## src/rtl/rx_init_pkg.sv

```systemverilog
package rx_init_pkg;
    // clock period of ref_clk in picoseconds
    localparam int CLK_PERIOD_PS = 5000;
    // least time the pll reset must be held, in nanoseconds
    localparam int PLL_RST_MIN_NS = 10;
    // the same least time in ref_clk cycles, rounded up, never below one
    localparam int PLL_RST_MIN_CYC_RAW = (PLL_RST_MIN_NS * 1000 + CLK_PERIOD_PS - 1) / CLK_PERIOD_PS;
    localparam int PLL_RST_MIN_CYC = (PLL_RST_MIN_CYC_RAW < 1) ? 1 : PLL_RST_MIN_CYC_RAW;
    // width of the counter that measures the pll reset pulse
    localparam int RST_LEN_W = 8;
    // default cycles from pll reset release to lock
    localparam int PLL_LOCK_CYCLES_DEF = 64;
    // default data transitions seen before phase lock
    localparam int TRANS_COUNT_DEF = 256;
    // width of the transition counter
    localparam int TRANS_W = 16;
    // width of the phase tap selector
    localparam int TAP_W = 3;
    // tap chosen after a phase-alignment reset
    localparam logic [TAP_W-1:0] TAP_RESET = 3'h0;
    // default deserialization factor
    localparam int DES_FACTOR_DEF = 8;
    // default number of receiver channels
    localparam int NUM_CH_DEF = 4;
    // pll lock model states
    typedef enum logic [1:0] {
        PLL_IN_RESET,
        PLL_ACQUIRE,
        PLL_LOCKED,
        PLL_BAD_RESET
    } pll_state_t;
endpackage

```

## src/rtl/rx_init_align.sv

```systemverilog
`timescale 1ns/1ps
// Notes on behaviour
// host holds pll reset at least 10 ns
// data usable only after stable pll lock
// host keeps phase reset until pll locked
// each channel picks its own phase tap
// old parts: fifo held reset until lock
// new parts: lock after counted data transitions
// host resets fifo only after phase lock
// old parts: tap change drops lock flag
// new parts: lock sticky until reset
// phase reset clears training, forces retrain
// fifo reset clears fifo, keeps tap
// old parts: fifo reset leaves lock flag
// per-channel slip pulse moves word boundary
// slip reset works anytime, independently
// host sets rollover limit at least factor
// host slips until control character seen
// default boundary fixed after pll reset
// host issues fixed slip count otherwise
// host asserts pll and phase reset together
// far side sends transitions; host awaits lock
// new parts: host pulses fifo reset after lock
// host pulses slip reset before slip pulses
// ready only when every channel aligned
// one slip pulse equals one bit, wraps
// host rounds reset time up, debounces lock
module rx_init_align #(
    parameter int NUM_CH = rx_init_pkg::NUM_CH_DEF,
    parameter int DES_FACTOR = rx_init_pkg::DES_FACTOR_DEF,
    parameter int LIMIT_W = $clog2(DES_FACTOR) + 2,
    parameter int PLL_LOCK_CYCLES = rx_init_pkg::PLL_LOCK_CYCLES_DEF,
    parameter int TRANS_COUNT = rx_init_pkg::TRANS_COUNT_DEF,
    parameter bit NEW_GEN = 1'b1,
    parameter bit AUTO_FIFO_RST = 1'b1,
    parameter bit TWO_STEP_UNLOCK = 1'b0
) (
    input wire logic ref_clk,
    input wire logic rst,
    input wire logic pll_reset,
    input wire logic [NUM_CH-1:0] dpa_reset,
    input wire logic [NUM_CH-1:0] lock_flag_reset,
    input wire logic [NUM_CH-1:0] fifo_reset,
    input wire logic [NUM_CH-1:0] slip_reset,
    input wire logic [NUM_CH-1:0] slip_pulse,
    input wire logic [LIMIT_W-1:0] slip_limit,
    input wire logic [NUM_CH*DES_FACTOR-1:0] serial_word,
    input wire logic [NUM_CH-1:0] phase_early,
    input wire logic [NUM_CH-1:0] phase_late,
    input wire logic [NUM_CH-1:0] boundary_found,
    output logic pll_locked,
    output logic pll_reset_short,
    output logic [NUM_CH-1:0] dpa_locked,
    output logic [NUM_CH*rx_init_pkg::TAP_W-1:0] tap_sel,
    output logic [NUM_CH*DES_FACTOR-1:0] rx_word,
    output logic [NUM_CH-1:0] rx_word_valid,
    output logic [NUM_CH*LIMIT_W-1:0] slip_pos,
    output logic link_ready
);
    localparam int TAP_W = rx_init_pkg::TAP_W;
    localparam int TRANS_W = rx_init_pkg::TRANS_W;
    localparam int RST_LEN_W = rx_init_pkg::RST_LEN_W;
    localparam int LOCK_W = $clog2(PLL_LOCK_CYCLES + 1) + 1;

    // number of bit transitions inside a word, counting the boundary to the previous word
    function automatic logic [TRANS_W-1:0] count_edges(
        input logic [DES_FACTOR-1:0] w,
        input logic prev_msb
    );
        logic [DES_FACTOR-1:0] shifted;
        logic [TRANS_W-1:0] n;
        shifted = {w[DES_FACTOR-2:0], prev_msb};
        n = '0;
        for (int i = 0; i < DES_FACTOR; i++) begin
            n = n + TRANS_W'(w[i] ^ shifted[i]);
        end
        count_edges = n;
    endfunction

    // saturating add so a long training never wraps back below the target
    function automatic logic [TRANS_W-1:0] sat_add(
        input logic [TRANS_W-1:0] a,
        input logic [TRANS_W-1:0] b
    );
        logic [TRANS_W:0] s;
        s = {1'b0, a} + {1'b0, b};
        sat_add = s[TRANS_W] ? '1 : s[TRANS_W-1:0];
    endfunction

    // ---------------- pll reset and lock model ----------------
    rx_init_pkg::pll_state_t pll_state_reg;  // pll lock progress
    rx_init_pkg::pll_state_t pll_state_next;
    logic [RST_LEN_W-1:0] rst_len_reg;  // cycles the pll reset has been held
    logic [RST_LEN_W-1:0] rst_len_next;
    logic [LOCK_W-1:0] lock_cnt_reg;  // cycles since pll reset release
    logic [LOCK_W-1:0] lock_cnt_next;
    logic short_reg;  // last pll reset pulse was too short
    logic short_next;

    // pll state: a pulse shorter than the least time leaves the pll unlocked
    always_comb begin
        pll_state_next = pll_state_reg;
        rst_len_next = rst_len_reg;
        lock_cnt_next = lock_cnt_reg;
        short_next = short_reg;
        case (pll_state_reg)
            rx_init_pkg::PLL_IN_RESET: begin
                // saturate the length count at its top value
                if (rst_len_reg != '1) begin
                    rst_len_next = rst_len_reg + 1'b1;
                end
                if (!pll_reset) begin
                    lock_cnt_next = '0;
                    if (int'(rst_len_reg) >= rx_init_pkg::PLL_RST_MIN_CYC) begin
                        pll_state_next = rx_init_pkg::PLL_ACQUIRE;
                        short_next = 1'b0;
                    end else begin
                        // clock phases may be corrupt: refuse to lock until a proper reset
                        pll_state_next = rx_init_pkg::PLL_BAD_RESET;
                        short_next = 1'b1;
                    end
                end
            end
            rx_init_pkg::PLL_ACQUIRE: begin
                if (pll_reset) begin
                    pll_state_next = rx_init_pkg::PLL_IN_RESET;
                    rst_len_next = RST_LEN_W'(1);
                end else if (int'(lock_cnt_reg) >= PLL_LOCK_CYCLES - 1) begin
                    pll_state_next = rx_init_pkg::PLL_LOCKED;
                end else begin
                    lock_cnt_next = lock_cnt_reg + 1'b1;
                end
            end
            rx_init_pkg::PLL_LOCKED, rx_init_pkg::PLL_BAD_RESET: begin
                if (pll_reset) begin
                    pll_state_next = rx_init_pkg::PLL_IN_RESET;
                    rst_len_next = RST_LEN_W'(1);
                end
            end
            default: begin
                pll_state_next = rx_init_pkg::PLL_IN_RESET;
                rst_len_next = '0;
            end
        endcase
    end

    // pll registers; after system reset the pll counts as properly reset
    always_ff @(posedge ref_clk) begin
        if (rst) begin
            pll_state_reg <= rx_init_pkg::PLL_IN_RESET;
            rst_len_reg <= '1;
            lock_cnt_reg <= '0;
            short_reg <= 1'b0;
        end else begin
            pll_state_reg <= pll_state_next;
            rst_len_reg <= rst_len_next;
            lock_cnt_reg <= lock_cnt_next;
            short_reg <= short_next;
        end
    end

    logic pll_ok;  // serdes usable only from here on
    assign pll_ok = (pll_state_reg == rx_init_pkg::PLL_LOCKED);
    assign pll_locked = pll_ok;
    assign pll_reset_short = short_reg;

    // ---------------- per-channel phase alignment and sync fifo ----------------
    logic [NUM_CH-1:0] aligned_flag;  // boundary found, phase locked and word valid per channel

    for (genvar c = 0; c < NUM_CH; c++) begin : g_ch
        logic [DES_FACTOR-1:0] in_word;  // raw deserialized word of this channel
        logic train_rst;  // whole phase block held in reset
        logic fifo_clr;  // sync fifo held in reset
        logic step_up;  // tap moves later
        logic step_dn;  // tap moves earlier
        logic [DES_FACTOR-1:0] cnt_src;  // stream the transition counter looks at
        logic [TAP_W-1:0] tap_reg;  // selected phase tap
        logic [TAP_W-1:0] tap_next;
        logic [TRANS_W-1:0] trans_reg;  // transitions seen since training start
        logic [TRANS_W-1:0] trans_next;
        logic lock_reg;  // phase-lock flag
        logic lock_next;
        logic ever_reg;  // lock has risen since the last phase reset
        logic ever_next;
        logic last_dir_reg;  // direction of last tap step, 1 = later
        logic last_dir_next;
        logic stepped_reg;  // a tap step has happened since lock
        logic stepped_next;
        logic [DES_FACTOR-1:0] fifo_reg;  // sync fifo stage
        logic [DES_FACTOR-1:0] fifo_next;
        logic [DES_FACTOR-1:0] prev_reg;  // word before the fifo stage, for slipping
        logic [DES_FACTOR-1:0] prev_next;
        logic fifo_v_reg;  // fifo stage holds data
        logic fifo_v_next;
        logic last_msb_reg;  // last bit of previous counted word
        logic last_msb_next;

        assign in_word = serial_word[c*DES_FACTOR +: DES_FACTOR];
        // phase block also waits for the pll; the host should keep its reset anyway
        assign train_rst = dpa_reset[c] || !pll_ok;
        // old parts may hold the fifo automatically until the first lock
        assign fifo_clr = fifo_reset[c] || train_rst
                          || (AUTO_FIFO_RST && !NEW_GEN && !ever_reg);
        // new parts count on the fifo output, so an early fifo reset starves the lock
        assign cnt_src = NEW_GEN ? fifo_reg : in_word;
        // the sampler steers the tap only once the first lock has been reached
        assign step_up = ever_reg && phase_late[c] && !phase_early[c];
        assign step_dn = ever_reg && phase_early[c] && !phase_late[c];

        // next state of the phase alignment of this channel
        always_comb begin
            tap_next = tap_reg;
            trans_next = trans_reg;
            lock_next = lock_reg;
            ever_next = ever_reg;
            last_dir_next = last_dir_reg;
            stepped_next = stepped_reg;
            last_msb_next = cnt_src[DES_FACTOR-1];
            if (train_rst) begin
                // whole block starts over: tap, count and flag
                tap_next = rx_init_pkg::TAP_RESET;
                trans_next = '0;
                lock_next = 1'b0;
                ever_next = 1'b0;
                stepped_next = 1'b0;
                last_dir_next = 1'b0;
            end else begin
                trans_next = sat_add(trans_reg, count_edges(cnt_src, last_msb_reg));
                if (step_up || step_dn) begin
                    // each channel walks its own tap toward the best sample point
                    tap_next = step_up ? tap_reg + 1'b1 : tap_reg - 1'b1;
                    last_dir_next = step_up;
                    stepped_next = 1'b1;
                end
                if (NEW_GEN) begin
                    // sticky: later tap changes are not shown
                    if (lock_flag_reset[c]) begin
                        lock_next = 1'b0;
                        trans_next = '0;
                    end else if (trans_reg >= TRANS_W'(TRANS_COUNT)) begin
                        lock_next = 1'b1;
                    end
                end else begin
                    // old parts drop the flag on a new tap, or with TWO_STEP_UNLOCK on a second step the same way; fifo reset never touches it
                    if ((step_up || step_dn) && (!TWO_STEP_UNLOCK
                        || (stepped_reg && last_dir_reg == step_up))) begin
                        lock_next = 1'b0;
                        trans_next = '0;
                        stepped_next = 1'b0;
                    end else if (trans_reg >= TRANS_W'(TRANS_COUNT)) begin
                        lock_next = 1'b1;
                    end
                end
                if (lock_reg) begin
                    ever_next = 1'b1;
                end
            end
        end

        // next state of the sync fifo stage; the tap survives a fifo reset
        always_comb begin
            prev_next = fifo_reg;
            if (fifo_clr) begin
                fifo_next = '0;
                fifo_v_next = 1'b0;
            end else begin
                fifo_next = in_word;
                fifo_v_next = 1'b1;
            end
        end

        // registers of the channel
        always_ff @(posedge ref_clk) begin
            if (rst) begin
                tap_reg <= rx_init_pkg::TAP_RESET;
                trans_reg <= '0;
                lock_reg <= 1'b0;
                ever_reg <= 1'b0;
                last_dir_reg <= 1'b0;
                stepped_reg <= 1'b0;
                last_msb_reg <= 1'b0;
                fifo_reg <= '0;
                prev_reg <= '0;
                fifo_v_reg <= 1'b0;
            end else begin
                tap_reg <= tap_next;
                trans_reg <= trans_next;
                lock_reg <= lock_next;
                ever_reg <= ever_next;
                last_dir_reg <= last_dir_next;
                stepped_reg <= stepped_next;
                last_msb_reg <= last_msb_next;
                fifo_reg <= fifo_next;
                prev_reg <= prev_next;
                fifo_v_reg <= fifo_v_next;
            end
        end

        // word boundary of this channel, steered by its own slip input
        word_slip_aligner #(
            .DES_FACTOR(DES_FACTOR),
            .LIMIT_W(LIMIT_W)
        ) u_slip (
            .ref_clk(ref_clk),
            .rst(rst),
            .pll_locked(pll_ok),
            .slip_reset(slip_reset[c]),
            .slip_pulse(slip_pulse[c]),
            .slip_limit(slip_limit),
            .cur_word(fifo_reg),
            .prev_word(prev_reg),
            .word_in_valid(fifo_v_reg),
            .word_out(rx_word[c*DES_FACTOR +: DES_FACTOR]),
            .word_out_valid(rx_word_valid[c]),
            .slip_pos(slip_pos[c*LIMIT_W +: LIMIT_W])
        );

        assign dpa_locked[c] = lock_reg;
        assign tap_sel[c*TAP_W +: TAP_W] = tap_reg;
        assign aligned_flag[c] = boundary_found[c] && lock_reg && rx_word_valid[c];
    end

    // ---------------- overall readiness ----------------
    logic ready_reg;  // link usable for normal traffic
    logic ready_next;

    // every channel must hold its boundary; one straggler keeps the link down
    always_comb begin
        ready_next = pll_ok && (&aligned_flag);
    end

    // readiness register
    always_ff @(posedge ref_clk) begin
        if (rst) begin
            ready_reg <= 1'b0;
        end else begin
            ready_reg <= ready_next;
        end
    end

    assign link_ready = ready_reg;
endmodule

```

## src/rtl/word_slip_aligner.sv

```systemverilog
`timescale 1ns/1ps
// per-channel bit-slip circuit: moves the word boundary one bit per slip pulse
module word_slip_aligner #(
    parameter int DES_FACTOR = rx_init_pkg::DES_FACTOR_DEF,
    parameter int LIMIT_W = $clog2(DES_FACTOR) + 2
) (
    input wire logic ref_clk,
    input wire logic rst,
    input wire logic pll_locked,
    input wire logic slip_reset,
    input wire logic slip_pulse,
    input wire logic [LIMIT_W-1:0] slip_limit,
    input wire logic [DES_FACTOR-1:0] cur_word,
    input wire logic [DES_FACTOR-1:0] prev_word,
    input wire logic word_in_valid,
    output logic [DES_FACTOR-1:0] word_out,
    output logic word_out_valid,
    output logic [LIMIT_W-1:0] slip_pos
);
    logic [LIMIT_W-1:0] pos_reg;  // current slip position
    logic [LIMIT_W-1:0] pos_next;
    logic pulse_d_reg;  // last slip input, for edge detection
    logic pulse_d_next;
    logic [DES_FACTOR-1:0] out_reg;  // aligned word
    logic [DES_FACTOR-1:0] out_next;
    logic valid_reg;  // aligned word holds data
    logic valid_next;

    // bit offset inside one word; positions past the factor wrap within the word
    function automatic int unsigned bit_offset(input logic [LIMIT_W-1:0] pos);
        bit_offset = int'(pos) % DES_FACTOR;
    endfunction

    // window of one word taken from the two latest words at a given offset
    function automatic logic [DES_FACTOR-1:0] window(
        input logic [DES_FACTOR-1:0] hi,
        input logic [DES_FACTOR-1:0] lo,
        input int unsigned off
    );
        logic [2*DES_FACTOR-1:0] both;
        both = {hi, lo} >> off;
        window = both[DES_FACTOR-1:0];
    endfunction

    // next slip position and aligned word
    always_comb begin
        pulse_d_next = slip_pulse;
        pos_next = pos_reg;
        // own reset works at any moment, regardless of pll or phase state
        if (slip_reset) begin
            pos_next = '0;
        end else if (!pll_locked) begin
            // default boundary restarts with the pll, deterministic only at ref = rate/factor
            pos_next = '0;
        end else if (slip_pulse && !pulse_d_reg) begin
            // one rising edge moves exactly one serial bit; a held level counts once
            if (pos_reg + 1'b1 >= slip_limit) begin
                pos_next = '0;
            end else begin
                pos_next = pos_reg + 1'b1;
            end
        end
        out_next = window(cur_word, prev_word, bit_offset(pos_reg));
        valid_next = word_in_valid && pll_locked;
    end

    // registers only
    always_ff @(posedge ref_clk) begin
        if (rst) begin
            pos_reg <= '0;
            pulse_d_reg <= 1'b0;
            out_reg <= '0;
            valid_reg <= 1'b0;
        end else begin
            pos_reg <= pos_next;
            pulse_d_reg <= pulse_d_next;
            out_reg <= out_next;
            valid_reg <= valid_next;
        end
    end

    assign word_out = out_reg;
    assign word_out_valid = valid_reg;
    assign slip_pos = pos_reg;
endmodule

```

## config.mk

```make
export PLATFORM = sky130hd
export DESIGN_NAME = rx_init_align
export DESIGN_NICKNAME = d
export VERILOG_FILES = /design/src/rtl/rx_init_pkg.sv /design/src/rtl/rx_init_align.sv /design/src/rtl/word_slip_aligner.sv
export SDC_FILE = /design/constraint.sdc
export NUM_CORES = 1
export LEC_CHECK = 0
export BUFFER_PORTS_ARGS = -buffer_cell sky130_fd_sc_hd__buf_4
export CORE_MARGIN = 3
export CORE_UTILIZATION = 60
export CTS_CLUSTER_DIAMETER = 30
export DETAILED_ROUTE_END_ITERATION = 12
export PLACE_DENSITY = 0.82
export RECOVER_POWER = 100
export SLEW_MARGIN = 0
export SYNTH_ARGS = -nofsm -noshare
export SYNTH_HDL_FRONTEND = slang
export SYNTH_HIERARCHICAL = 1
export SYNTH_SLANG_ARGS = --single-unit
```

## constraint.sdc

```tcl
create_clock -name ref_clk -period 8.07 [get_ports ref_clk]
set_input_delay 0.4035 -clock ref_clk [delete_from_list [all_inputs] [get_ports ref_clk]]
set_output_delay 0.4035 -clock ref_clk [all_outputs]
set_load 0.01 [all_outputs]
```

Word level (Yosys, flattened, before mapping)
Cells that the tools add are included.
Word-level totals
  output and inout bits: 75
  word-level logic and storage cells: 271
  input bits: 72
  bits in registers: 236
Cells by class
  muxes and demuxes: 30
  $add $sub $neg: 46
  shift operators: 4
  bitwise gates (word level): 34
  equality and inequality tests: 11
  order comparisons: 10
  reductions and logical operators: 83
Operators with widths (count)
  16-bit by 8-bit adder with 17-bit output: 4
  16-bit by 9-bit greater-or-equal comparator with 1-bit output, second input constant: 4
  16-bit two-way mux: 4
  16-bit by 3-bit >> shifter with 8-bit output: 4
  8-bit two-way mux: 5
  1-bit logical AND: 33
  7-bit by 1-bit adder with 8-bit output: 4
  8-bit one-hot mux with 2 select lines: 2
  1-bit XOR: 32
  6-bit by 1-bit adder with 7-bit output: 4
  3-bit OR reduction: 9
  5-bit by 1-bit adder with 6-bit output: 4
  4-bit by 1-bit adder with 5-bit output: 4
  5-bit by 1-bit adder with 5-bit output, second input constant: 4
  5-bit greater-or-equal comparator: 4
  5-bit two-way mux: 4
  2-bit OR reduction: 9
  3-bit by 1-bit adder with 4-bit output: 4
  8-bit by 1-bit adder with 8-bit output, second input constant: 2
  1-bit zero test: 13
  2-bit by 1-bit adder with 3-bit output: 4
  3-bit by 1-bit adder with 3-bit output, second input constant: 4
  1-bit logical OR: 12
  3-bit two-way mux: 4
  19 further kinds: 41

Logic depth before layout (Yosys ltp)
Gate-level depths: netlist of run 1.
  word-level depth: 10
  gate-level depth with buffers: 14

Modules after synthesis
Netlist of run 1, hierarchy kept.
By module, submodules not included
  rx_init_align: cells an instance 798, seq. area each 3443.3 sq um, area each 7729.9 sq um, instances 1
  word_slip_aligner: cells an instance 86, seq. area each 300.3 sq um, area each 970.9 sq um, instances 4

Worst setup path before layout of run 1
OpenSTA, ideal clock, no wires.
  path type: register to register
  from: register g_ch[2].fifo_reg[0]
  to: register g_ch[2].trans_reg[15]
  setup slack: 4.058 ns
  required time: 7.954 ns
  arrival: 3.896 ns
  stages on the path, launching flop included: 14
  cell sequence: dfxtp_1 > xor2_1 > fa_1 > fa_1 > inv_1 > fa_1 > fa_1 > inv_1 > fa_1 > a211oi_2 > nor4bb_1 > buf_2 > or4b_1 > o211a_1
Between the ends
  cells in the longest elaborated chain, start to end: 10
RTL lines
  start: declaration: line rx_init_align.sv:189  | logic [DES_FACTOR-1:0] fifo_reg;
  start signal: assignment: line rx_init_align.sv:293  | fifo_reg <= fifo_next;
  1-bit XOR: line rx_init_align.sv:75  | n = n + TRANS_W'(w[i] ^ shifted[i]);
  1-bit by 1-bit adder with 2-bit output *: line rx_init_align.sv:75
  2-bit by 1-bit adder with 3-bit output *: line rx_init_align.sv:75
  3-bit by 1-bit adder with 4-bit output *: line rx_init_align.sv:75
  4-bit by 1-bit adder with 5-bit output *: line rx_init_align.sv:75
  5-bit by 1-bit adder with 6-bit output *: line rx_init_align.sv:75
  6-bit by 1-bit adder with 7-bit output *: line rx_init_align.sv:75
  7-bit by 1-bit adder with 8-bit output *: line rx_init_align.sv:75
  16-bit by 8-bit adder with 17-bit output *: line rx_init_align.sv:86  | s = {1'b0, a} + {1'b0, b};
  16-bit two-way mux *: line rx_init_align.sv:87  | sat_add = s[TRANS_W] ? '1 : s[TRANS_W-1:0];
  end signal: assignment: line rx_init_align.sv:287  | trans_reg <= trans_next;
  end: declaration: line rx_init_align.sv:179  | logic [TRANS_W-1:0] trans_reg;
Every way passes the cells marked *; elsewhere a longest branch is shown, timed or not.
A chain may end at the register's enable or synchronous reset.

Worst setup path after layout of run 1
  from: input port rst
  to: register g_ch[1].trans_reg[10]
Between the ends
  cells in the longest elaborated chain, start to end: 1
RTL lines
  start: declaration: line rx_init_align.sv:39  | input wire logic rst,
  3-bit OR reduction (no source line)
  end signal: assignment: line rx_init_align.sv:287
  end: declaration: line rx_init_align.sv:179
No other way between the ends.

==> results of run 1 <==
## logic make-up (layout without fill, tap and decap cells)
kind of cell	count (synthesis)	in the layout
fa+ha+maj	75	75
compound gates	179	179
xor+xnor	88	88
buf+inv	90	273
mux	98	98
flops	232	232
simple gates	380	380
## area by class of cell
cell class                      count  share of cell area [%]
Sequential cell                   232                    33.4
Inverter                           42                    1.13
Clock buffer                       59                    9.29
Timing Repair Buffer              146                    5.83
Tap cell                          260                    2.34
Multi-Input combinational cell    820                    46.4
Clock inverter                     26                    1.61
## per-layer routing
metal,vias up,GRT usage (%),part of all wire (%)
met3,54,5.25,6.6
met5,-,0,0
met1,4167,31.4,44
li1,4354,-,-
met4,0,8.36,2.5
met2,309,38.5,47
## path summary, 6_finish.rpt
check | endpoint | slack (ns)
worst min-delay path | g_ch[0].cnt_src[4] | 0.08
worst max register to register | g_ch[2].trans_reg[13] | 3.15
worst max-delay path | g_ch[1].trans_reg[10] | 2.72
worst min register to register | lock_cnt_reg[7] | 0.46
## power breakdown
part	internal (uW)	switching [uW]	total, uW
logic	70.1	83.4	154
clock network	1190	604	1800
registers	1170	24.2	1190
## through the flow
stage          worst slack (ns)  power, uW  hold WS [ns]  utilization, %
6_report                   2.72       3140        0.0798            73.9
5_1_grt                    2.17       3250        0.0673            73.9
4_1_cts                    3.19       3180        0.0568            75.4
3_5_place_dp               3.28       1370         0.452            67.4
3_3_place_gp               3.38       1360         0.445            67.4
2_1_floorplan              4.06       1310         0.440               -
## cells in the mapped netlist, types with 5 or more instances
library cell / number
a21oi_1: 73
a22o_1: 16
a31oi_1: 17
and2_1: 35
and3_1: 10
and4_1: 5
buf_2: 19
buf_6: 8
clkbuf_1: 12
dfxtp_1: 232
fa_1: 24
ha_1: 51
inv_1: 42
mux2i_1: 62
mux4_1: 16
mux4_2: 16
nand2_1: 51
nand2b_1: 12
nand3_1: 43
nand4_1: 9
nor2_1: 94
nor2b_1: 48
nor3_1: 20
nor3b_1: 6
nor4_1: 8
o211ai_1: 15
o21ai_0: 32
or3_1: 13
xnor2_1: 38
xor2_1: 50
==> results by group, run 1 <==
Setup path
  – WP buf/inv: 2
  – CP Data Required Time: 8.46 ns
  – CP Max Fanout: 90
  – Path depth of the worst reg2reg path: 12
  – Worst Path Arrival: approximately 5.7 ns
  – WS Path Type: in2reg
  – R2r startpoint: g_ch[2].cnt_src[0]
  – Startpoint class of the critical path: primary input
  – Crit. Startpoint: rst
  – CP delay by family, top: buffers and inverters
  – Crit path largest cell delay: 2.69 ns
  – Stages on worst setup path: 6
  – Crit-path slowest cell: clkbuf_1
  – Crit path capture type: flop
  – Worst path cell trace: clkbuf_1 > inv_1 > nand2_1 > or3_1 > o21bai_1 > a31oi_1

Route
  – Drt pass-1 iters: 5
  – DRC viols: 0
  – Routed Wire Length: 25400 um
  – Post-DR wirelength/cell: 16.0 um
  – Via/cell ratio: 5.61
  – ANT nets after route: 0
  – Vias: 8884
  – Detailed router's first-iteration violation count: 450

Run status
  – Failing checks: capacitance limit, slew limit
  – Status: finished with violations

Logic synthesis
  – Post-synth EDFFs: 0
  – Area leader, netlist: dfxtp_1
  – Post-synthesis simple-gate area fraction: between 10% and 20%
  – Post-Syn Nets: 1289
  – Gate count after technology mapping: 1142
  – Largest family of logic cells by synthesized area: simple AND/OR/NAND/NOR gates
  – Adder-cell share of the synthesized area: under 10%
  – #FFs+latches synth: 232
  – Fraction of registers with async set or reset after synthesis: 0%
  – Mapped Avg Cell Area: 10.2 um^2
  – Unique cell type count in the Yosys netlist: 61
  – Seq/Total Area, Yosys: 40.0%
  – Ranking of synthesized cells by area: dfxtp_1 40%, ha_1 5.5%, mux2i_1 5.3%, fa_1 4.1%, xor2_1 3.8%
  – Dominant synthesized flop cell: dfxtp_1
  – Synth warnings: 6
  – Mapped Area: 11600 um^2
  – Post-synthesis mux area share: around an eighth
  – XOR/XNOR Fraction of Synth Area: 6.64%
  – Area share of the largest cell type after synthesis: approximately 40%
  – Post-synthesis compound-gate area fraction: 9.63%

Timing
  – Setup Viol. Count Final: 0
  – Pins Over Slew Limit: approximately 90
  – Setup TNS: 0 ns
  – Worst Skew: 0.0103 ns
  – Final Hold Fails: 0
  – Min Clock Period, post-route: 5.35 ns
  – Fmax: ~190 MHz
  – RSZ-0062 raised after global routing: no
  – Slew HR: -160%
  – Tcrit/Tclk final: between 60% and 70%
  – Worst-margin pin slew: just under 4 ns

CTS
  – Num Clock Sinks: 232
  – H-tree lvl count: 2
  – Post-CTS Resized: 0
  – CTS buffer count: 47
  – Clock buffer depth: 3
  – CTS tree: done
  – Post-CTS Setup Bufs: 0
  – Clock transition at path regs: 0.04 ns
  – CTS Hold Bufs: 0
  – Clock Root Buffer: clkbuf_16
  – Worst skew pair latency: 0.52 ns

Place
  – Dpl hpwl: between 15000 and 20000 um
  – Number of buffers added on ports: 146
  – Dpl cell area: 12700 um^2
  – Routability Congestion: 0.837
  – Placed insts: approximately 1.5k

Finish
  – Multi-input gate area: between 6000 and 7000 um^2
  – Nets: 1436
  – Number of diodes: 0
  – Ratio of cells with drive above 1 in the final layout: 13.7%
  – Post-Layout Cell Count: roughly 1.6k
  – Synth-to-layout area growth: 19.8%
  – Fin area: 13900 um^2
  – Most common cell after layout, fill and taps aside: dfxtp_1
  – Max reg flops: 64
  – Most frequent cells in the layout: 232 x dfxtp_1, 95 x nor2_1, 82 x clkbuf_1
  – Number of fill cells: 1362
  – Seq. cell area: 4640 um^2

Global route
  – First-pass GRT wire length: 42300 um
  – GRT Overall Usage: 23.7%
  – Grt ovf: 0
  – Initial antenna violation count: 0
  – Largest net degree at the start of global routing: ~90
  – Vias in the first global route: 8673

Floorplanning
  – Initial Utilization: 61.7%
  – Core Footprint: 18800 um^2
  – Die X: 145 um
  – Ports: ~150
  – Rows: 50
  – Die H: 145 um
  – Die area: 21100 um^2

Flow run
  – Max-Cap Viols: 1

Pwr
  – PD cells: 226 nW/um^2
  – Peak VDD IR: 0.184 mV
  – P_leak: 0.00543 uW

Worst hold path
  – Hold Startpoint: serial_word[4]
  – Hold depth: 2
  – Worst Hold Class: in2reg
Note: power is estimated with default switching activity, not from simulation.
==> run 2: changes to the inputs <==
--- a/config.mk
+++ b/config.mk
@@ -5,12 +5,13 @@
 export SDC_FILE = /design/constraint.sdc
 export NUM_CORES = 1
 export LEC_CHECK = 0
+export ABC_AREA = 1
 export BUFFER_PORTS_ARGS = -buffer_cell sky130_fd_sc_hd__buf_4
 export CORE_MARGIN = 3
-export CORE_UTILIZATION = 60
+export CORE_UTILIZATION = 54
 export CTS_CLUSTER_DIAMETER = 30
 export DETAILED_ROUTE_END_ITERATION = 12
-export PLACE_DENSITY = 0.82
+export PLACE_DENSITY = 0.77
 export RECOVER_POWER = 100
 export SLEW_MARGIN = 0
 export SYNTH_ARGS = -nofsm -noshare
==> constraint.sdc (replaced) <==
create_clock -name ref_clk -period 4.4 [get_ports ref_clk]
set_input_delay 0.22 -clock ref_clk [delete_from_list [all_inputs] [get_ports ref_clk]]
set_output_delay 0.22 -clock ref_clk [all_outputs]
set_load 0.01 [all_outputs]
==> run 2 against run 1 <==
Effect of this change: the run still ends with capacitance limit, slew limit left; sequential power up 87%; clock-buffer cell count up 6; synthesized cell count up 61%; global-route usage up 1.3 points; clock power up 130%; critical path depth up 9; final cell count up 52%; utilization down 5.0 points; hold slack worse by 0.046 ns; die area up 23%; cell area up 17%; critical path type is now reg2reg; critical endpoint is now g_ch[1].trans_reg[7].
==> results by group, run 2 <==
Run status
  – Status: finished with violations
  – Failing checks: capacitance limit, slew limit

Setup path
  – CP Max Fanout: 8
  – Worst Path Arrival: around 4.6 ns
  – CP Data Required Time: 4.82 ns
  – WS Path Type: reg2reg
  – Crit path capture type: flop
  – Startpoint class of the critical path: flop

Finish
  – Synth-to-layout area growth: 24.8%
  – Max reg flops: 64
  – Nets: between 2k and 2.5k
  – Ratio of cells with drive above 1 in the final layout: 9.90%
  – Number of fill cells: ~2k
  – Number of diodes: 0
  – Most common cell after layout, fill and taps aside: nand2_1
  – Most frequent cells in the layout: 404 x nand2_1, 302 x inv_1, 244 x nand3_1

CTS
  – Clock transition at path regs: 0.05 ns
  – CTS tree: done
  – Clock buffer depth: 3
  – CTS buffer count: 52
  – H-tree lvl count: 2
  – Clock Root Buffer: clkbuf_16
  – Worst skew pair latency: 0.53 ns
  – Num Clock Sinks: 232

Logic synthesis
  – Mapped Avg Cell Area: 7.07 um^2
  – Post-Syn Nets: 1985
  – Dominant synthesized flop cell: dfxtp_1
  – Count leader, synth: nand2_1
  – Post-synth EDFFs: 0
  – Mapped Area: 13000 um^2
  – Unique cell type count in the Yosys netlist: 42
  – Gate count after technology mapping: 1838
  – Commonest cells in the netlist: 402 x nand2_1, 295 x inv_1, 244 x nand3_1
  – Synth warnings: 6
  – Area share of the largest cell type after synthesis: 35.8%
  – Seq/Total Area, Yosys: 35.8%
  – Ranking of synthesized cells by area: dfxtp_1 36%, nand2_1 12%, nand3_1 9.4%, inv_1 8.5%, nor2_1 5.0%
  – Fraction of registers with async set or reset after synthesis: 0%
  – Area leader, netlist: dfxtp_1
  – #FFs+latches synth: 232

Place
  – Dpl hpwl: 22600 um
  – Routability Congestion: 0.915
  – Number of buffers added on ports: 146

Timing
  – Min Clock Period, post-route: 4.15 ns
  – Final Hold Fails: 0
  – Setup Viol. Count Final: 0
  – Fmax: between 200 and 250 MHz
  – Worst Skew: 0.0175 ns
  – Slew HR: -44.3%
  – Worst-margin pin slew: about 2.2 ns
  – Worst hold slack: around 0.034 ns
  – Tcrit/Tclk final: 94.4%
  – Pins Over Slew Limit: 87
  – RSZ-0062 raised after global routing: no
  – Setup TNS: 0 ns

Flow run
  – Max-Cap Viols: 2

Route
  – Vias: ~12k
  – Post-DR wirelength/cell: 13.7 um
  – DRC viols: 0
  – Detailed router's first-iteration violation count: approximately 950
  – ANT nets after route: 0
  – Routed Wire Length: 32900 um
  – Drt pass-1 iters: 8
  – Via/cell ratio: 5.13

Floorplanning
  – Initial Utilization: 55.2%
  – Rows: between 50 and 60
  – Die area: 26000 um^2
  – Die H: approximately 160 um
  – Die X: 161 um
  – Core Footprint: 23500 um^2
  – Ports: 147

Global route
  – GRT Overall Usage: 24.9%
  – Initial antenna violation count: 0
  – Vias in the first global route: 12.0k
  – Grt ovf: 0
  – First-pass GRT wire length: 54900 um
  – Largest net degree at the start of global routing: 46

Worst hold path
  – Worst Hold Class: in2reg

Pwr
  – Peak VDD IR: 0.300 mV
  – P_leak: about 0.0074 uW
  – PD cells: between 400 and 500 nW/um^2
==> run 2: changes by cell type after synthesis, sizes merged, moves of 20 or more <==
cell and change:
nand3 +205, nand4 +20, xor2 -24, inv +271
mux4 -32, mux2i -62, nor2b -48, o21ai +29
and2 -35, a21oi +41, nor2 +96, nand2 +357
==> run 2: worst paths after layout <==
check | startpoint | to | slack [ns] | cells past startpoint
max | g_ch[1].cnt_src[2] | g_ch[1].trans_reg[7] | 0.25 | 15
max reg2reg | g_ch[1].cnt_src[2] | g_ch[1].trans_reg[7] | 0.25 | 15
min | pll_reset | pll_reset_short | 0.03 | 4
min reg2reg | g_ch[2].fifo_v_reg | g_ch[2].u_slip/word_out_valid | 0.43 | 2
==> run 2: logic make-up (layout without fill, tap and decap cells) <==
logic type | after synthesis | in the layout | share of synthesized area (%)
and+or+nand+nor | 920 | 920 | 32.0
buffers and inverters | 361 | 614 | 11.9
DFF | 232 | 232 | 35.8
AOI/OAI and AO/OA | 198 | 198 | 8.22
adders and majority gates | 75 | 75 | 8.61
xor gates and xnor gates | 52 | 52 | 3.51
==> run 2: metal layers <==
metal	GRT usage (%)	wire length, um
met1	30.7	14400
met2	43.8	16100
met3	4.90	1830
met4	8.33	559
met5	0	0
==> run 2: where the power goes <==
| group | total, uW | switching [uW] | internal, uW |
|---|---|---|---|
| Sequential | 2220 | 60.7 | 2160 |
| Combinational | 463 | 269 | 195 |
| Clock | 4100 | 1230 | 2870 |
| Total | 6780 | 1560 | 5220 |
==> run 2: cell type report <==
cell class	count	area [um^2]	share of cell area, %
flip-flops and latches	232	4640	28.7
multi-input cells	1245	6720	41.4
clock buffers	65	1450	8.96
clock inverters	32	444	2.74
well taps	319	399	2.46
inverters	313	1180	7.28
repair buffers	204	1370	8.45
==> run 2: per-stage QoR <==
stage | worst slack [ns] | area, um^2 | total power (uW) | std cells | utilization, %
global route | 0.0436 | 16200 | 7040 | 2410 | 68.8
global placement | 0.427 | 14200 | 2680 | 2260 | 60.1
finish | 0.248 | 16200 | 6780 | 2410 | 68.8
detailed placement | 0.332 | 14200 | 2690 | 2260 | 60.1
floorplan | 0.712 | 13000 | 2540 | 1838 | -
CTS | 0.235 | 16600 | 6840 | 2409 | 70.4
==> run 2: worst max-delay path: stages, from the launching register on <==
cell,delay (ns)
dfxtp_1,0.44
xor2_1,0.20
fa_1,0.48
fa_1,0.55
inv_1,0.06
fa_1,0.56
fa_1,0.17
inv_1,0.08
fa_1,0.43
nand3_1,0.10
nand2_1,0.14
nand4_1,0.20
clkbuf_1,0.38
nand3_1,0.13
nand2_1,0.08
inv_1,0.04
==> run 2: what timing repair did <==
action | in CTS | in global routing
setup buffers | 0 | 1
hold buffers | 52 | 0
resized for setup | 0 | 1
setup endpoints to repair | 0 | 3
endpoints found under the hold margin | 87 | 0
==> run 3: changes to the inputs <==
--- a/config.mk
+++ b/config.mk
@@ -8,10 +8,10 @@
 export ABC_AREA = 1
 export BUFFER_PORTS_ARGS = -buffer_cell sky130_fd_sc_hd__buf_4
 export CORE_MARGIN = 3
-export CORE_UTILIZATION = 54
+export CORE_UTILIZATION = 59
 export CTS_CLUSTER_DIAMETER = 30
 export DETAILED_ROUTE_END_ITERATION = 12
-export PLACE_DENSITY = 0.77
+export PLACE_DENSITY = 0.8
 export RECOVER_POWER = 100
 export SLEW_MARGIN = 0
 export SYNTH_ARGS = -nofsm -noshare
==> constraint.sdc (replaced) <==
create_clock -name ref_clk -period 4.1 [get_ports ref_clk]
set_input_delay 0.205 -clock ref_clk [delete_from_list [all_inputs] [get_ports ref_clk]]
set_output_delay 0.205 -clock ref_clk [all_outputs]
set_load 0.01 [all_outputs]
==> run 3 against run 2 <==
Effect of this change: setup slack worse by 0.067 ns; critical path depth stayed put; clock skew is 0.0013 ns higher; the flow still finishes with violations (capacitance limit, slew limit); critical path type unchanged; global-route usage is 2.7 points higher; cell area is 1.4% lower; fmax is 5.9% higher; die area is 8.2% lower; flip-flop and latch count stayed put; non-clock buffer count is 12 higher; critical endpoint is now g_ch[2].trans_reg[13].
==> results by group, run 3 (synthesized netlist as in run 2, its figures left out) <==
Run status
  – Status: finished with violations
  – Failing checks: capacitance limit, slew limit

Global route
  – First-pass GRT wire length: between 50000 and 60000 um
  – Vias in the first global route: 12.2k
  – Initial antenna violation count: 1
  – GRT Overall Usage: 27.6%
  – Grt ovf: 0
  – Largest net degree at the start of global routing: 49

Setup path
  – Crit path capture type: flop
  – WS Path Type: reg2reg
  – Worst Path Arrival: 4.38 ns
  – Path depth of the worst reg2reg path: 15
  – Startpoint class of the critical path: flop
  – CP Max Fanout: 9
  – Worst R2R Setup Slack: between 0.15 and 0.2 ns
  – CP Data Required Time: approximately 4.6 ns

Route
  – Via/cell ratio: 5.32
  – DRC viols: 0
  – Post-DR wirelength/cell: 14.1 um
  – Routed Wire Length: 33500 um
  – ANT nets after route: 0
  – Vias: 12.6k
  – Drt pass-1 iters: 6
  – Detailed router's first-iteration violation count: 996

Floorplanning
  – Die H: 154 um
  – Die area: about 24000 um^2
  – Rows: 53
  – Core Footprint: 21400 um^2
  – Die X: about 150 um
  – Ports: 147
  – Initial Utilization: about 61%

Flow run
  – Max-Cap Viols: 2

Place
  – Dpl hpwl: 23000 um
  – Routability Congestion: around 0.92
  – Number of buffers added on ports: about 150
  – Placed insts: 2226

Timing
  – Worst hold slack: 0.0194 ns
  – Setup TNS: 0 ns
  – Slew HR: -56.1%
  – Setup Viol. Count Final: 0
  – Worst-margin pin slew: 2.34 ns
  – Pins Over Slew Limit: 87
  – Tcrit/Tclk final: approximately 96%
  – Min Clock Period, post-route: 3.92 ns
  – Worst Skew: about 0.019 ns
  – Fmax: 255 MHz
  – Final Hold Fails: 0

CTS
  – Clock transition at path regs: 0.05 ns
  – H-tree lvl count: 2
  – Worst skew pair latency: 0.53 ns
  – CTS buffer count: 47
  – CTS tree: done
  – Num Clock Sinks: roughly 230
  – Clock Root Buffer: clkbuf_16
  – Clock buffer depth: 3

Finish
  – Most frequent cells in the layout: 402 x nand2_1, 302 x inv_1, 244 x nand3_1
  – Most common cell after layout, fill and taps aside: nand2_1
  – Fin util: between 70% and 80%
  – Synth-to-layout area growth: 23.0%
  – Number of fill cells: roughly 1.7k
  – Post-Layout Cell Count: 2369
  – Max reg flops: 64
  – Ratio of cells with drive above 1 in the final layout: between 10% and 20%
  – Nets: about 2.2k

Pwr
  – Peak VDD IR: ~0.28 mV
  – PD cells: roughly 400 nW/um^2
  – Final Power: 6510 uW
  – P_leak: roughly 0.0073 uW

Worst hold path
  – Worst Hold Class: in2reg
  – Hold depth: 3
## run 3: final cells by class
cell class,count,area (um^2),share of cell area [%]
multi-input combinational,1245,6800,42.6
sequential,232,4660,29.1
timing repair buffer,216,1450,9.07
clock buffer,57,1270,7.98
inverter,313,1180,7.38
tap,275,344,2.15
clock inverter,30,272,1.70
antenna,1,2.50,0.0157
## run 3: worst paths after layout
path / startpoint / endpoint
hold / removal: boundary_found[0] / link_ready
setup reg to reg: g_ch[2].cnt_src[2] / g_ch[2].trans_reg[13]
hold reg to reg: g_ch[3].cnt_src[7] / g_ch[3].prev_reg[7]
setup / recovery: g_ch[2].cnt_src[2] / g_ch[2].trans_reg[13]
## run 3: critical path, cell delays in order (launching register included)
cell and delay (ns):
dfxtp_2 0.39, xor2_1 0.22, fa_1 0.47, fa_1 0.54
inv_1 0.05, fa_1 0.50, fa_1 0.44, inv_1 0.11
fa_1 0.24, nand3_1 0.14, nand2_1 0.11, nand4_1 0.15
clkbuf_2 0.24, nand2_1 0.10, nor2_1 0.04, nor2_1 0.09
## run 3: routing by layer
metal	vias up	global-route usage (%)	routed length, um	share of wire (%)
met1	5735	35.0	14100	42
met4	0	9.38	813	2.4
met3	77	4.84	2370	7.1
met5	-	0	0	0
li1	6299	-	-	-
met2	494	47.6	16200	48
## run 3: repair_timing
| action | 4_1_cts | 5_1_grt |
|---|---|---|
| endpoints found under the setup margin | 6 | 43 |
| pin swaps | 0 | 1 |
| hold buffers | 53 | 0 |
| buffers inserted | 0 | 2 |
| gates cloned | 0 | 0 |
| endpoints found under the hold margin | 85 | 0 |
| gates resized for setup | 1 | 20 |
## run 3: stage by stage
step                worst slack, ns  cell area [um^2]
floorplan                     0.412             13000
global placement              0.268             14200
detailed placement           0.0482             14200
CTS                          0.0817             16300
global route                -0.0476             16000
finish                        0.181             16000
## run 3: power by group
part | internal, uW | total (uW) | leakage (uW) | switching (uW)
registers | 2310 | 2380 | 0.00188 | 62.1
clock network | 2320 | 3630 | 0.000753 | 1310
logic | 211 | 505 | 0.00471 | 294
total | 4850 | 6510 | 0.00734 | 1670
